**config.mk**
```make
export PLATFORM = sky130hd
export DESIGN_NAME = sbsd_datapath
export DESIGN_NICKNAME = d
export VERILOG_FILES = /design/src/hdl/sbsd_shifter.v /design/src/hdl/sbsd_datapath.v
export VERILOG_INCLUDE_DIRS = /design/src /design/src/hdl
export SDC_FILE = /design/constraint.sdc
export NUM_CORES = 2
export LEC_CHECK = 0
export BUFFER_PORTS_ARGS = -buffer_cell sky130_fd_sc_hd__buf_4
export CAP_MARGIN = 20
export CELL_PAD_IN_SITES_DETAIL_PLACEMENT = 1
export CELL_PAD_IN_SITES_GLOBAL_PLACEMENT = 1
export CORE_MARGIN = 5
export CORE_UTILIZATION = 46
export CTS_CLUSTER_SIZE = 16
export DETAILED_ROUTE_END_ITERATION = 12
export PLACE_DENSITY = 0.9
export SLEW_MARGIN = 20
export SYNTH_ARGS = -nofsm -noshare
export SYNTH_HDL_FRONTEND = slang
export SYNTH_HIERARCHICAL = 1
export SYNTH_SLANG_ARGS = --single-unit
export TNS_END_PERCENT = 50
```
**constraint.sdc**
```tcl
create_clock -name core_clk -period 9.2 [get_ports core_clk]
set_clock_uncertainty 0.15 [all_clocks]
set_input_delay 2.3 -clock core_clk [delete_from_list [all_inputs] [get_ports core_clk]]
set_output_delay 2.3 -clock core_clk [all_outputs]
set_load 0.01 [all_outputs]
```
**src/hdl/sbsd_map.vh**
```
// Register map, field positions and timing counts of the datapath
`ifndef SBSD_MAP_VH
`define SBSD_MAP_VH
// ---------------------------------------------------------------
// Register word indices (byte address = 4 * index)
// ---------------------------------------------------------------
`define SBSD_REG_CTRL 4'h0
`define SBSD_REG_OPA 4'h1
`define SBSD_REG_OPB 4'h2
`define SBSD_REG_COUNT 4'h3
`define SBSD_REG_DIDX 4'h4
`define SBSD_REG_FLAGS 4'h5
`define SBSD_REG_RESULT 4'h6
`define SBSD_REG_STATUS 4'h7
`define SBSD_REG_CMD 4'h8
// ---------------------------------------------------------------
// Control fields
// ---------------------------------------------------------------
`define SBSD_CT_OPC 7:0
`define SBSD_CT_REG 10:8
`define SBSD_CT_OP32 12
`define SBSD_CT_AD32 13
`define SBSD_CT_PROT 14
`define SBSD_CT_CPL 16:15
`define SBSD_CT_REP 18:17
`define SBSD_CT_MEMDST 19
`define SBSD_CTRL_RST 32'h00000000
// ---------------------------------------------------------------
// Flag bit positions
// ---------------------------------------------------------------
`define SBSD_F_CARRY 0
`define SBSD_F_PARITY 2
`define SBSD_F_AUX 4
`define SBSD_F_ZERO 6
`define SBSD_F_SIGN 7
`define SBSD_F_DIR 10
`define SBSD_F_OVER 11
`define SBSD_FLAGS_MASK 32'h00000CD5
// ---------------------------------------------------------------
// Sizes, repeat modes, fault codes, timing
// ---------------------------------------------------------------
`define SBSD_SZ_BYTE 2'h0
`define SBSD_SZ_WORD 2'h1
`define SBSD_SZ_DWORD 2'h2
`define SBSD_SH_LEFT 2'h0
`define SBSD_SH_SAR 2'h1
`define SBSD_SH_SHR 2'h2
`define SBSD_REP_EQ 2'h1
`define SBSD_REP_NE 2'h2
`define SBSD_FLT_NONE 3'h0
`define SBSD_FLT_GP 3'h1
`define SBSD_FLT_STACK 3'h2
`define SBSD_FLT_PAGE 3'h3
`define SBSD_FLT_ALIGN 3'h4
`define SBSD_FLT_REAL 3'h5
`define SBSD_REAL_VECTOR 8'h0D
`define SBSD_REAL_LIMIT 33'h00000FFFF
`define SBSD_SEG_EXTRA 3'h0
`define SBSD_SCAN_CLOCKS 3'h6
`endif

```
**src/hdl/sbsd_shifter.v**
```verilog
// Stepwise shifter with carry and overflow generation
`timescale 1ns/1ps
`include "sbsd_map.vh"
module sbsd_shifter (
  input wire [31:0] operand,
  input wire [1:0] size,
  input wire [1:0] kind,
  input wire [4:0] count,
  input wire carryIn,
  input wire overflowIn,
  output reg [31:0] result,
  output reg carryOut,
  output reg overflowOut
);
  // ----------------
  // Size helpers
  // ----------------
  function [4:0] topIdx;
    input [1:0] sz;
    begin
      topIdx = (sz == `SBSD_SZ_BYTE) ? 5'h07 : (sz == `SBSD_SZ_WORD) ? 5'h0F : 5'h1F;
    end
  endfunction
  function [31:0] szMask;
    input [1:0] sz;
    begin
      szMask = (sz == `SBSD_SZ_BYTE) ? 32'h000000FF :
        (sz == `SBSD_SZ_WORD) ? 32'h0000FFFF : 32'hFFFFFFFF;
    end
  endfunction
  // ----------------
  // One step per count, unrolled; count already masked to 5 bits
  // ----------------
  integer i;
  reg [31:0] v; // Working value
  reg c; // Working carry
  reg msb; // Sign bit kept on arithmetic right
  reg [4:0] top; // Top bit index for size
  always @* begin
    top = topIdx(size);
    v = operand & szMask(size);
    c = carryIn;
    msb = 1'b0;
    for (i = 0; i < 32; i = i + 1) begin
      if (i < count) begin
        if (kind == `SBSD_SH_LEFT) begin
          c = v[top];
          v = (v << 1) & szMask(size);
        end else begin
          c = v[0];
          msb = (kind == `SBSD_SH_SAR) & v[top];
          v = v >> 1;
          v[top] = msb;
        end
      end
    end
    result = v;
    carryOut = c;
    // Single shifts define overflow; longer ones keep the old value
    if (count == 5'h01) begin
      if (kind == `SBSD_SH_LEFT)
        overflowOut = v[top] ^ c;
      else if (kind == `SBSD_SH_SAR)
        overflowOut = 1'b0;
      else
        overflowOut = operand[top];
    end else begin
      overflowOut = overflowIn;
    end
  end
endmodule

```
**src/hdl/sbsd_datapath.v**
```verilog
// Shift, subtract-with-borrow and string scan execution datapath
`timescale 1ns/1ps
`include "sbsd_map.vh"
// Notes on behaviour
// - Left shift: carry gets top bit, zero fill
// - Right shifts: carry gets bit leaving bottom
// - Arithmetic right keeps top bit each step
// - Logical right clears top bit each step
// - Count from immediate or low count, five bits
// - Count one left: overflow = top xor carry
// - Count one arithmetic right clears overflow
// - Count one logical right: overflow = old top
// - Zero, sign and parity follow shifted result; aux kept
// - Subtract source plus carry, write destination
// - Byte immediate sign-extended to destination width
// - Borrow subtract opcodes 18-1D, 80/81/83 reg 3
// - Borrow subtract and scan set six flags
// - Scan compares accumulator minus memory, flags only
// - Scan always reads the extra data segment
// - Address size picks 16 or 32-bit index
// - Scan address only from destination index
// - Step index by size, direction flag sets sign
// - Repeat prefixes iterate over count register
// - Protected mode faults incl. alignment at level 3
// - Real mode: offset past 0FFFFH gives vector 13
// - Scan opcodes AE/AF, six clocks each
// - Shift opcodes D0-D3, C0-C1, reg 4/5/7
module sbsd_datapath (
  input wire core_clk,
  input wire rst,
  input wire [3:0] avs_address,
  input wire avs_read,
  input wire avs_write,
  input wire [31:0] avs_writedata,
  output reg [31:0] avs_readdata,
  output wire avs_waitrequest,
  output wire memRead,
  output reg [31:0] memAddr,
  output wire [2:0] memSegment,
  output reg [1:0] memSize,
  input wire [31:0] memReadData,
  input wire memValid,
  input wire [2:0] memFault,
  input wire segReadOnly
);
  // ----------------
  // States, one-hot
  // ----------------
  localparam S_IDLE = 5'h01;
  localparam S_EXEC = 5'h02;
  localparam S_ADDR = 5'h04;
  localparam S_READ = 5'h08;
  localparam S_PAD = 5'h10;
  // ----------------
  // Helper functions
  // ----------------
  // Mask of live bits for an operand size
  function [31:0] szMask;
    input [1:0] sz;
    begin
      szMask = (sz == `SBSD_SZ_BYTE) ? 32'h000000FF :
        (sz == `SBSD_SZ_WORD) ? 32'h0000FFFF : 32'hFFFFFFFF;
    end
  endfunction
  // Sign bit of a value at a size
  function signOf;
    input [31:0] v;
    input [1:0] sz;
    begin
      signOf = (sz == `SBSD_SZ_BYTE) ? v[7] : (sz == `SBSD_SZ_WORD) ? v[15] : v[31];
    end
  endfunction
  // Zero, sign, parity into a flag word
  function [31:0] zspFlags;
    input [31:0] f;
    input [31:0] v;
    input [1:0] sz;
    reg [31:0] t;
    begin
      t = f;
      t[`SBSD_F_ZERO] = ((v & szMask(sz)) == 32'h00000000);
      t[`SBSD_F_SIGN] = signOf(v, sz);
      t[`SBSD_F_PARITY] = ~^v[7:0];
      zspFlags = t;
    end
  endfunction
  // ----------------
  // Registers
  // ----------------
  reg [31:0] ctrl_r; // Opcode, reg field and modes
  reg [31:0] opA_r; // Destination or accumulator
  reg [31:0] opB_r; // Source or immediate
  reg [31:0] count_r; // Low count and repeat count
  reg [31:0] dIdx_r; // Destination index
  reg [31:0] flags_r; // Flag word
  reg [31:0] result_r; // Last written result
  reg [2:0] fault_r; // Fault code of last operation
  reg badOp_r; // Opcode not handled here
  reg done_r; // Operation finished
  reg [4:0] state_r; // Engine state
  reg [2:0] cyc_r; // Cycle within a scan element
  reg [31:0] memData_r; // Fetched scan element
  reg ack_r; // Bus answer phase
  // ----------------
  // Decode of the loaded instruction
  // ----------------
  wire [7:0] opc = ctrl_r[`SBSD_CT_OPC];
  wire [2:0] regF = ctrl_r[`SBSD_CT_REG];
  wire [1:0] rep = ctrl_r[`SBSD_CT_REP];
  wire ad32 = ctrl_r[`SBSD_CT_AD32];
  wire prot = ctrl_r[`SBSD_CT_PROT];
  wire isShOp = (opc[7:2] == 6'h34) | (opc[7:1] == 7'h60);
  wire isShift = isShOp & ((regF == 3'h4) | (regF == 3'h5) | (regF == 3'h7));
  wire isSbbGrp = ((opc == 8'h80) | (opc == 8'h81) | (opc == 8'h83)) & (regF == 3'h3);
  wire isSbb = isSbbGrp | ((opc >= 8'h18) & (opc <= 8'h1D));
  wire isScan = (opc[7:1] == 7'h57);
  // Low opcode bit picks byte versus wide on every handled form
  wire [1:0] size = ~opc[0] ? `SBSD_SZ_BYTE :
    (ctrl_r[`SBSD_CT_OP32] ? `SBSD_SZ_DWORD : `SBSD_SZ_WORD);
  wire [31:0] mask = szMask(size);
  // ----------------
  // Shifter
  // ----------------
  // Count: 1 for D0/D1, low count for D2/D3, immediate for C0/C1
  wire [7:0] rawCnt = (opc[7:1] == 7'h68) ? 8'h01 :
    (opc[7:1] == 7'h69) ? count_r[7:0] : opB_r[7:0];
  wire [4:0] shCnt = rawCnt[4:0];
  wire [1:0] shKind = (regF == 3'h4) ? `SBSD_SH_LEFT :
    (regF == 3'h7) ? `SBSD_SH_SAR : `SBSD_SH_SHR;
  wire [31:0] shRes;
  wire shCarry;
  wire shOver;
  sbsd_shifter u_shift (
    .operand(opA_r),
    .size(size),
    .kind(shKind),
    .count(shCnt),
    .carryIn(flags_r[`SBSD_F_CARRY]),
    .overflowIn(flags_r[`SBSD_F_OVER]),
    .result(shRes),
    .carryOut(shCarry),
    .overflowOut(shOver)
  );
  // ----------------
  // Subtractor shared by borrow subtract and scan
  // ----------------
  wire [31:0] sbbSrc = (opc == 8'h83) ? {{24{opB_r[7]}}, opB_r[7:0]} : opB_r;
  wire [31:0] subA = opA_r & mask;
  wire [31:0] subB = isScan ? (memData_r & mask) : (sbbSrc & mask);
  wire subCin = isScan ? 1'b0 : flags_r[`SBSD_F_CARRY];
  wire [32:0] diff = {1'b0, subA} - {1'b0, subB} - {32'h00000000, subCin};
  wire [31:0] subRes = diff[31:0] & mask;
  // Borrow is the bit just above the operand size
  wire subBorrow = (size == `SBSD_SZ_BYTE) ? diff[8] :
    (size == `SBSD_SZ_WORD) ? diff[16] : diff[32];
  wire sA = signOf(subA, size);
  wire sB = signOf(subB, size);
  wire sR = signOf(subRes, size);
  reg [31:0] subFlags; // Six arithmetic flags from the difference
  always @* begin
    subFlags = zspFlags(flags_r, subRes, size);
    subFlags[`SBSD_F_CARRY] = subBorrow;
    subFlags[`SBSD_F_AUX] = subA[4] ^ subB[4] ^ subRes[4];
    subFlags[`SBSD_F_OVER] = (sA ^ sB) & (sR ^ sA);
  end
  // ----------------
  // Scan addressing and checks
  // ----------------
  wire [31:0] scanAddr = ad32 ? dIdx_r : {16'h0000, dIdx_r[15:0]};
  wire [2:0] nBytes = (size == `SBSD_SZ_BYTE) ? 3'h1 : (size == `SBSD_SZ_WORD) ? 3'h2 : 3'h4;
  wire [32:0] lastByte = {1'b0, scanAddr} + {30'h00000000, nBytes} - 33'h000000001;
  wire realBad = ~prot & (lastByte > `SBSD_REAL_LIMIT);
  wire misAlign = ((size == `SBSD_SZ_WORD) & scanAddr[0]) |
    ((size == `SBSD_SZ_DWORD) & (scanAddr[1:0] != 2'h0));
  wire alignBad = prot & (ctrl_r[`SBSD_CT_CPL] == 2'h3) & misAlign;
  // Signed step: 1, 2 or 4, negated when direction flag is set
  wire [31:0] step = flags_r[`SBSD_F_DIR] ? (32'h00000000 - {29'h00000000, nBytes}) :
    {29'h00000000, nBytes};
  wire [31:0] idxSum = dIdx_r + step;
  wire [31:0] idxNext = ad32 ? idxSum : {dIdx_r[31:16], idxSum[15:0]};
  // Count register width follows address size
  wire [31:0] cntDec = count_r - 32'h00000001;
  wire [31:0] cntNext = ad32 ? cntDec : {count_r[31:16], cntDec[15:0]};
  wire cntZero = ad32 ? (count_r == 32'h00000000) : (count_r[15:0] == 16'h0000);
  wire cntNextZero = ad32 ? (cntNext == 32'h00000000) : (cntNext[15:0] == 16'h0000);
  wire repOn = (rep == `SBSD_REP_EQ) | (rep == `SBSD_REP_NE);
  // Repeat stops on exhausted count or on the zero-flag condition
  wire repMore = repOn & ~cntNextZero &
    ((rep == `SBSD_REP_EQ) ? subFlags[`SBSD_F_ZERO] : ~subFlags[`SBSD_F_ZERO]);
  // ----------------
  // Bus handshake: one wait cycle on every access
  // ----------------
  wire busReq = avs_read | avs_write;
  assign avs_waitrequest = busReq & ~ack_r;
  wire busWr = avs_write & ack_r;
  wire busy = (state_r != S_IDLE);
  wire goCmd = busWr & (avs_address == `SBSD_REG_CMD) & avs_writedata[0] & ~busy;
  // ----------------
  // Memory port
  // ----------------
  assign memRead = (state_r == S_READ);
  assign memSegment = `SBSD_SEG_EXTRA;
  // ----------------
  // Read data mux, loaded in the wait cycle
  // ----------------
  reg [31:0] rdMux; // Selected register
  always @* begin
    case (avs_address)
      `SBSD_REG_CTRL: rdMux = ctrl_r;
      `SBSD_REG_OPA: rdMux = opA_r;
      `SBSD_REG_OPB: rdMux = opB_r;
      `SBSD_REG_COUNT: rdMux = count_r;
      `SBSD_REG_DIDX: rdMux = dIdx_r;
      `SBSD_REG_FLAGS: rdMux = flags_r;
      `SBSD_REG_RESULT: rdMux = result_r;
      `SBSD_REG_STATUS: rdMux = {16'h0000,
        (fault_r == `SBSD_FLT_REAL) ? `SBSD_REAL_VECTOR : 8'h00,
        1'b0, fault_r, 1'b0, badOp_r, done_r, busy};
      default: rdMux = 32'h00000000; // Unmapped reads zero
    endcase
  end
  // ----------------
  // Bus side flops
  // ----------------
  always @(posedge core_clk) begin
    if (rst) begin
      ack_r <= 1'b0;
      avs_readdata <= 32'h00000000;
    end else begin
      ack_r <= busReq & ~ack_r;
      if (avs_read & ~ack_r)
        avs_readdata <= rdMux;
    end
  end
  // ----------------
  // Register file and engine
  // ----------------
  always @(posedge core_clk) begin
    if (rst) begin
      ctrl_r <= `SBSD_CTRL_RST;
      opA_r <= 32'h00000000;
      opB_r <= 32'h00000000;
      count_r <= 32'h00000000;
      dIdx_r <= 32'h00000000;
      flags_r <= 32'h00000000;
      result_r <= 32'h00000000;
      fault_r <= `SBSD_FLT_NONE;
      badOp_r <= 1'b0;
      done_r <= 1'b0;
      state_r <= S_IDLE;
      cyc_r <= 3'h0;
      memData_r <= 32'h00000000;
      memAddr <= 32'h00000000;
      memSize <= `SBSD_SZ_BYTE;
    end else begin
      // Writes land only while idle, so operands stay steady mid-run
      if (busWr & ~busy) begin
        case (avs_address)
          `SBSD_REG_CTRL: ctrl_r <= avs_writedata;
          `SBSD_REG_OPA: opA_r <= avs_writedata;
          `SBSD_REG_OPB: opB_r <= avs_writedata;
          `SBSD_REG_COUNT: count_r <= avs_writedata;
          `SBSD_REG_DIDX: dIdx_r <= avs_writedata;
          `SBSD_REG_FLAGS: flags_r <= avs_writedata & `SBSD_FLAGS_MASK;
          default: ;
        endcase
      end
      case (state_r)
        S_IDLE: begin
          if (goCmd) begin
            done_r <= 1'b0;
            badOp_r <= 1'b0;
            fault_r <= `SBSD_FLT_NONE;
            cyc_r <= 3'h0;
            if (isShift | isSbb) begin
              state_r <= S_EXEC;
            end else if (isScan) begin
              // Repeat with an empty count does nothing
              if (repOn & cntZero) begin
                done_r <= 1'b1;
              end else begin
                state_r <= S_ADDR;
              end
            end else begin
              badOp_r <= 1'b1;
              done_r <= 1'b1;
            end
          end
        end
        S_EXEC: begin
          state_r <= S_IDLE;
          done_r <= 1'b1;
          if (prot & ctrl_r[`SBSD_CT_MEMDST] & segReadOnly) begin
            fault_r <= `SBSD_FLT_GP;
          end else if (isShift) begin
            if (shCnt != 5'h00) begin
              opA_r <= (opA_r & ~mask) | shRes;
              result_r <= shRes;
              flags_r <= {zspFlags(flags_r, shRes, size)} & ~32'h00000801 |
                {20'h00000, shOver, 10'h000, shCarry};
            end
          end else begin
            opA_r <= (opA_r & ~mask) | subRes;
            result_r <= subRes;
            flags_r <= subFlags;
          end
        end
        S_ADDR: begin
          cyc_r <= cyc_r + 3'h1;
          memAddr <= scanAddr;
          memSize <= size;
          if (realBad) begin
            fault_r <= `SBSD_FLT_REAL;
            done_r <= 1'b1;
            state_r <= S_IDLE;
          end else if (alignBad) begin
            fault_r <= `SBSD_FLT_ALIGN;
            done_r <= 1'b1;
            state_r <= S_IDLE;
          end else begin
            state_r <= S_READ;
          end
        end
        S_READ: begin
          if (cyc_r != 3'h7) // Saturate so slow data cannot wrap the element count
            cyc_r <= cyc_r + 3'h1;
          if (memValid) begin
            if (prot & (memFault != 3'h0)) begin
              // Page beats stack beats segment when several report
              fault_r <= memFault[2] ? `SBSD_FLT_PAGE :
                memFault[1] ? `SBSD_FLT_STACK : `SBSD_FLT_GP;
              done_r <= 1'b1;
              state_r <= S_IDLE;
            end else begin
              memData_r <= memReadData;
              state_r <= S_PAD;
            end
          end
        end
        S_PAD: begin
          cyc_r <= cyc_r + 3'h1;
          // Compare on the sixth cycle of the element
          if (cyc_r >= `SBSD_SCAN_CLOCKS - 3'h1) begin
            flags_r <= subFlags;
            dIdx_r <= idxNext;
            cyc_r <= 3'h0;
            if (repOn)
              count_r <= cntNext;
            if (repMore) begin
              state_r <= S_ADDR;
            end else begin
              state_r <= S_IDLE;
              done_r <= 1'b1;
            end
          end
        end
        default: state_r <= S_IDLE;
      endcase
    end
  end
endmodule

```
==> flow_summary.json, run 1 <==
{
  "status": "stopped before the end",
  "stop_stage": "global routing",
  "error_line": "[ERROR GRT-0116] Global routing finished with congestion. Check the congestion regions in the DRC Viewer.",
  "io_buffer_count": 144,
  "yosysSeqAreaShare_pct": 17.6,
  "synth_cell_type_count": 117,
  "yosys-top-cells-area": "dfxtp_1 18%, nand2_1 9.2%, a21oi_1 8.5%",
  "clock-sinks": 336,
  "h-tree-depth": 2,
  "clk_path_buf_depth": 3,
  "grt_max_degree": 141,
  "hold_buffers": 0,
  "synth_ff_type": "dfxtp_1",
  "syn_area_per_cell_um2": 6.55,
  "grt.total_usage_pct": 68.2,
  "gp_congestion": 1.23,
  "start_util_pct": 46.4,
  "grt-ovfl-total": 12,
  "grt_pass1_wl_um": 468000,
  "synth-edff-count": 0,
  "dp.cells": 7063,
  "rows": 105,
  "die_height_um": 298,
  "cts_buffers": 36,
  "hpwlAfterDp_um": 176000,
  "root_buffer": "clkbuf_16",
  "ys_ff_latch": 336,
  "io_pins": 148,
  "synth_area_um2": 38100,
  "die_x_um": 298,
  "grt_pass1_vias": 68100,
  "netlist_instances": 5822,
  "synth_top_area_share_pct": 17.6,
  "async_reset_ff_share_pct": 0,
  "yosys_warnings": 6,
  "synth_area_leader_cell": "dfxtp_1"
}
per-layer routing:
layer  track usage (%)  GRT overflow
met5              40.2             0
met4              65.1             4
met3              60.0             4
met2              80.3             4
met1              67.0             0
cells by family after synthesis:
logic type      count (synthesis)  synth area share (%)
xor+xnor                       61                  1.40
compound gates               2347                  40.9
other cells                     1               0.00983
buf+inv                       623                  6.67
mux                            53                  1.48
simple gates                 2255                  27.1
fa+ha+maj                     146                  4.87
flops                         336                  17.6
cells in the mapped netlist, types with 29 or more instances:
library cell	instances
o311ai_0	32
nand3_1	161
nand4_1	68
mux2i_1	44
o22ai_1	71
clkbuf_1	335
o21a_1	52
a211oi_1	94
a22oi_1	77
o211ai_1	96
and2_1	74
a221oi_1	87
nand2_1	930
nor4_1	47
dfxtp_1	336
a21o_1	75
nor3_1	171
nand2b_1	41
a311oi_1	42
o31ai_1	69
a31oi_1	135
inv_1	178
o21ai_0	432
buf_2	56
a21oi_1	644
ha_1	142
a22o_1	44
and3_1	37
nor2_1	530
or3_1	45
xnor2_1	37
a2111oi_0	29
through the flow:
| stage | setup slack, ns | hold slack (ns) | util [%] | cell area [um^2] |
|---|---|---|---|---|
| 4_1_cts | 0.00584 | 0.303 | 54.0 | 44300 |
| 3_5_place_dp | -0.685 | 0.295 | 51.7 | 42500 |
| 3_3_place_gp | -0.137 | 0.290 | 51.7 | 42500 |
| 2_1_floorplan | 1.11 | 0.280 | - | 38100 |
what timing repair did:
action                     4_1_cts
hold endpoints to repair         0
setup endpoints to repair       26
gates resized for setup         89
cloned                           1
pin swaps                       23
setup buffers                   20
==> inputs of run 2 (changes only) <==
Settings changed: CELL_PAD_IN_SITES_DETAIL_PLACEMENT 1 to default, CELL_PAD_IN_SITES_GLOBAL_PLACEMENT 1 to default, CORE_UTILIZATION 46 to 35, CTS_CLUSTER_SIZE 16 to default, PLACE_DENSITY 0.9 to default, PLACE_DENSITY_LB_ADDON from default to 0.15.
==> run 2 against run 1 <==
Compared with the run above: the flow now finishes without violations; area after synthesis unchanged; synthesized cell count unchanged.
==> flow_summary.json, run 2 <==
{
  "status": "finished clean",
  "yosys-top-cells-area": "dfxtp_1 18%, nand2_1 9.2%, a21oi_1 8.5%",
  "drtIter0Drc": 7444,
  "drt_pre_antenna_iters": 7,
  "power.leakage_uw": 0.0193,
  "synth_top_area_share_pct": 17.6,
  "synthMostInstantiatedCell": "nand2_1",
  "power_density_nw_per_um2": 76.0,
  "highest_layer": "met5",
  "layout_common_cells": "1040 x buf_4, 926 x nand2_1, 616 x a21oi_1",
  "nets": 6718,
  "yosys_warnings": 6,
  "cp.required_ns": 9.54,
  "drv_slew": 0,
  "fillers": 11400,
  "io_pins": 148,
  "hold_buffers": 0,
  "utilization_pct": 45.2,
  "root_buffer": "clkbuf_16",
  "synth_area_um2": 38100,
  "drt-total-wl_um": 246000,
  "synth_common_cells": "930 x nand2_1, 644 x a21oi_1, 530 x nor2_1",
  "finalSetupTns_ns": 0,
  "clk_path_buf_depth": 3,
  "wl_met1_um": 92800,
  "grt-ovfl-total": 0,
  "maxSlewHeadroom_pct": 22.5,
  "hold_depth": 2,
  "crit_type": "reg -> reg",
  "final_common_cell": "buf_4",
  "power_uw": 3730,
  "drive_above_1_share_pct": 22.1,
  "synth_cell_type_count": 117,
  "start_util_pct": 35.1,
  "grt.total_usage_pct": 40.0,
  "timing.final.crit_share_pct": 98.8,
  "holdWs_ns": 0.301,
  "syn_to_final_growth_pct": 28.6,
  "rr_worst_depth": 38,
  "max_stage_delay_ns": 0.65,
  "die_x_um": 340,
  "gp_congestion": 1.05,
  "hold_viol_final": 0,
  "place_ws_ns": -0.295,
  "route.detailed.drc": 0,
  "cts_buffers": 37,
  "wire_per_inst_um": 31.0,
  "h-tree-depth": 2,
  "synth-edff-count": 0,
  "antenna_found_initial": 5,
  "setup.worst_path.start_class": "flop",
  "finalWorstSetupSlack_ns": 0.113,
  "cpMostUsedCell": "buf_4",
  "critPathCaptureType": "flop",
  "cap_violations": 0,
  "crit_path_max_fanout": 22,
  "via_count": 53000,
  "fmax_mhz": 110,
  "netlist_instances": 5822,
  "coreArea_um2": 109000,
  "fin_crit_ns": 9.09,
  "synth_area_leader_cell": "dfxtp_1",
  "wl_met3_um": 23800,
  "io_buffer_count": 144,
  "async_reset_ff_share_pct": 0,
  "synth_ff_type": "dfxtp_1",
  "ys_ff_latch": 336,
  "syn_area_per_cell_um2": 6.55,
  "rsz0062_at_grt": "true",
  "setup_violations": 0,
  "grt_pass1_wl_um": 349000,
  "met2_length_um": 106000,
  "yosysSeqAreaShare_pct": 17.6,
  "hpwlAfterDp_um": 191000,
  "insertion_delay_ns": 0.62,
  "worstMarginPinSlew_ns": 1.15,
  "grt_max_degree": 183,
  "grt_pass1_vias": 49400,
  "die_area_um2": 116000,
  "crit_path_top_delay_cell": "o21ai_0",
  "postRouteAntennaNets": 0,
  "die_height_um": 340,
  "hp-class": "reg -> reg",
  "clock-sinks": 336,
  "rows": 121,
  "via_per_inst": 6.68,
  "peakVddDrop_uv": 142,
  "tritoncts": "yes",
  "cts.clk_slew.worst_paths_ns": 0.06,
  "cp_data_arrival_time_ns": 9.43
}
-- run 2: area by class of cell --
class | instances | area, um^2 | share of cell area (%)
diodes | 2 | 5.00 | 0.0102
clock buffers | 50 | 1030 | 2.11
clock inverters | 14 | 233 | 0.475
inverters | 182 | 684 | 1.40
multi-input cells | 4865 | 30200 | 61.5
flip-flops and latches | 336 | 6730 | 13.7
well taps | 1414 | 1770 | 3.61
repair buffers | 1073 | 8430 | 17.2
-- run 2: what timing repair did --
| action | CTS | global route |
|---|---|---|
| pin swaps | 4 | 73 |
| resized for setup | 26 | 216 |
| setup endpoints to repair | 6 | 30 |
| setup buffers | 2 | 25 |
-- run 2: report_power, final --
part	internal, uW	switching (uW)	total (uW)
Clock	936	696	1630
Sequential	1470	18.2	1490
Combinational	237	371	608
Total	2640	1090	3730
-- run 2: worst paths after layout --
| kind | from | to | slack, ns |
|---|---|---|---|
| setup / recovery | ctrl_r[5]$_SDFFE_PP0P_ | flags_r[11]$_SDFF_PP0_ | 0.11 |
| hold / removal | memData_r[27]$_SDFFE_PP0P_ | memData_r[27]$_SDFFE_PP0P_ | 0.30 |
| setup reg to reg | ctrl_r[5]$_SDFFE_PP0P_ | flags_r[11]$_SDFF_PP0_ | 0.11 |
| hold reg to reg | memData_r[27]$_SDFFE_PP0P_ | memData_r[27]$_SDFFE_PP0P_ | 0.30 |
-- run 2: kinds of logic after synthesis --
family                   synth area share (%)
flip-flops                               17.6
buffers and inverters                    6.67
AO/OA/AOI/OAI                            40.9
adder cells (fa/ha/maj)                  4.87
AND/OR/NAND/NOR                          27.1
multiplexers                             1.48
XOR/XNOR                                 1.40
other                                 0.00983
-- run 2: through the flow --
step | instance area, um^2 | cells
2_1_floorplan | 38100 | 5824
3_3_place_gp | 46400 | 7843
3_5_place_dp | 46400 | 7843
4_1_cts | 47800 | 7909
5_1_grt | 49000 | 7934
6_report | 49000 | 7936
-- run 2: worst max-delay path, delay by kind of cell, from the launching register on --
family          cells  cell delay, ns
compound gates     21            5.48
simple gates        9            1.50
buf+inv             8            1.49
flops               1            0.32
-- run 2: routing by layer --
metal / vias up / track usage [%]
met4: 6 / 28.9
met2: 3545 / 62.6
met1: 25300 / 49.5
li1: 23300 / -
met5: - / 0
met3: 929 / 7.02
No activity file was read; power rests on OpenSTA's default activity.
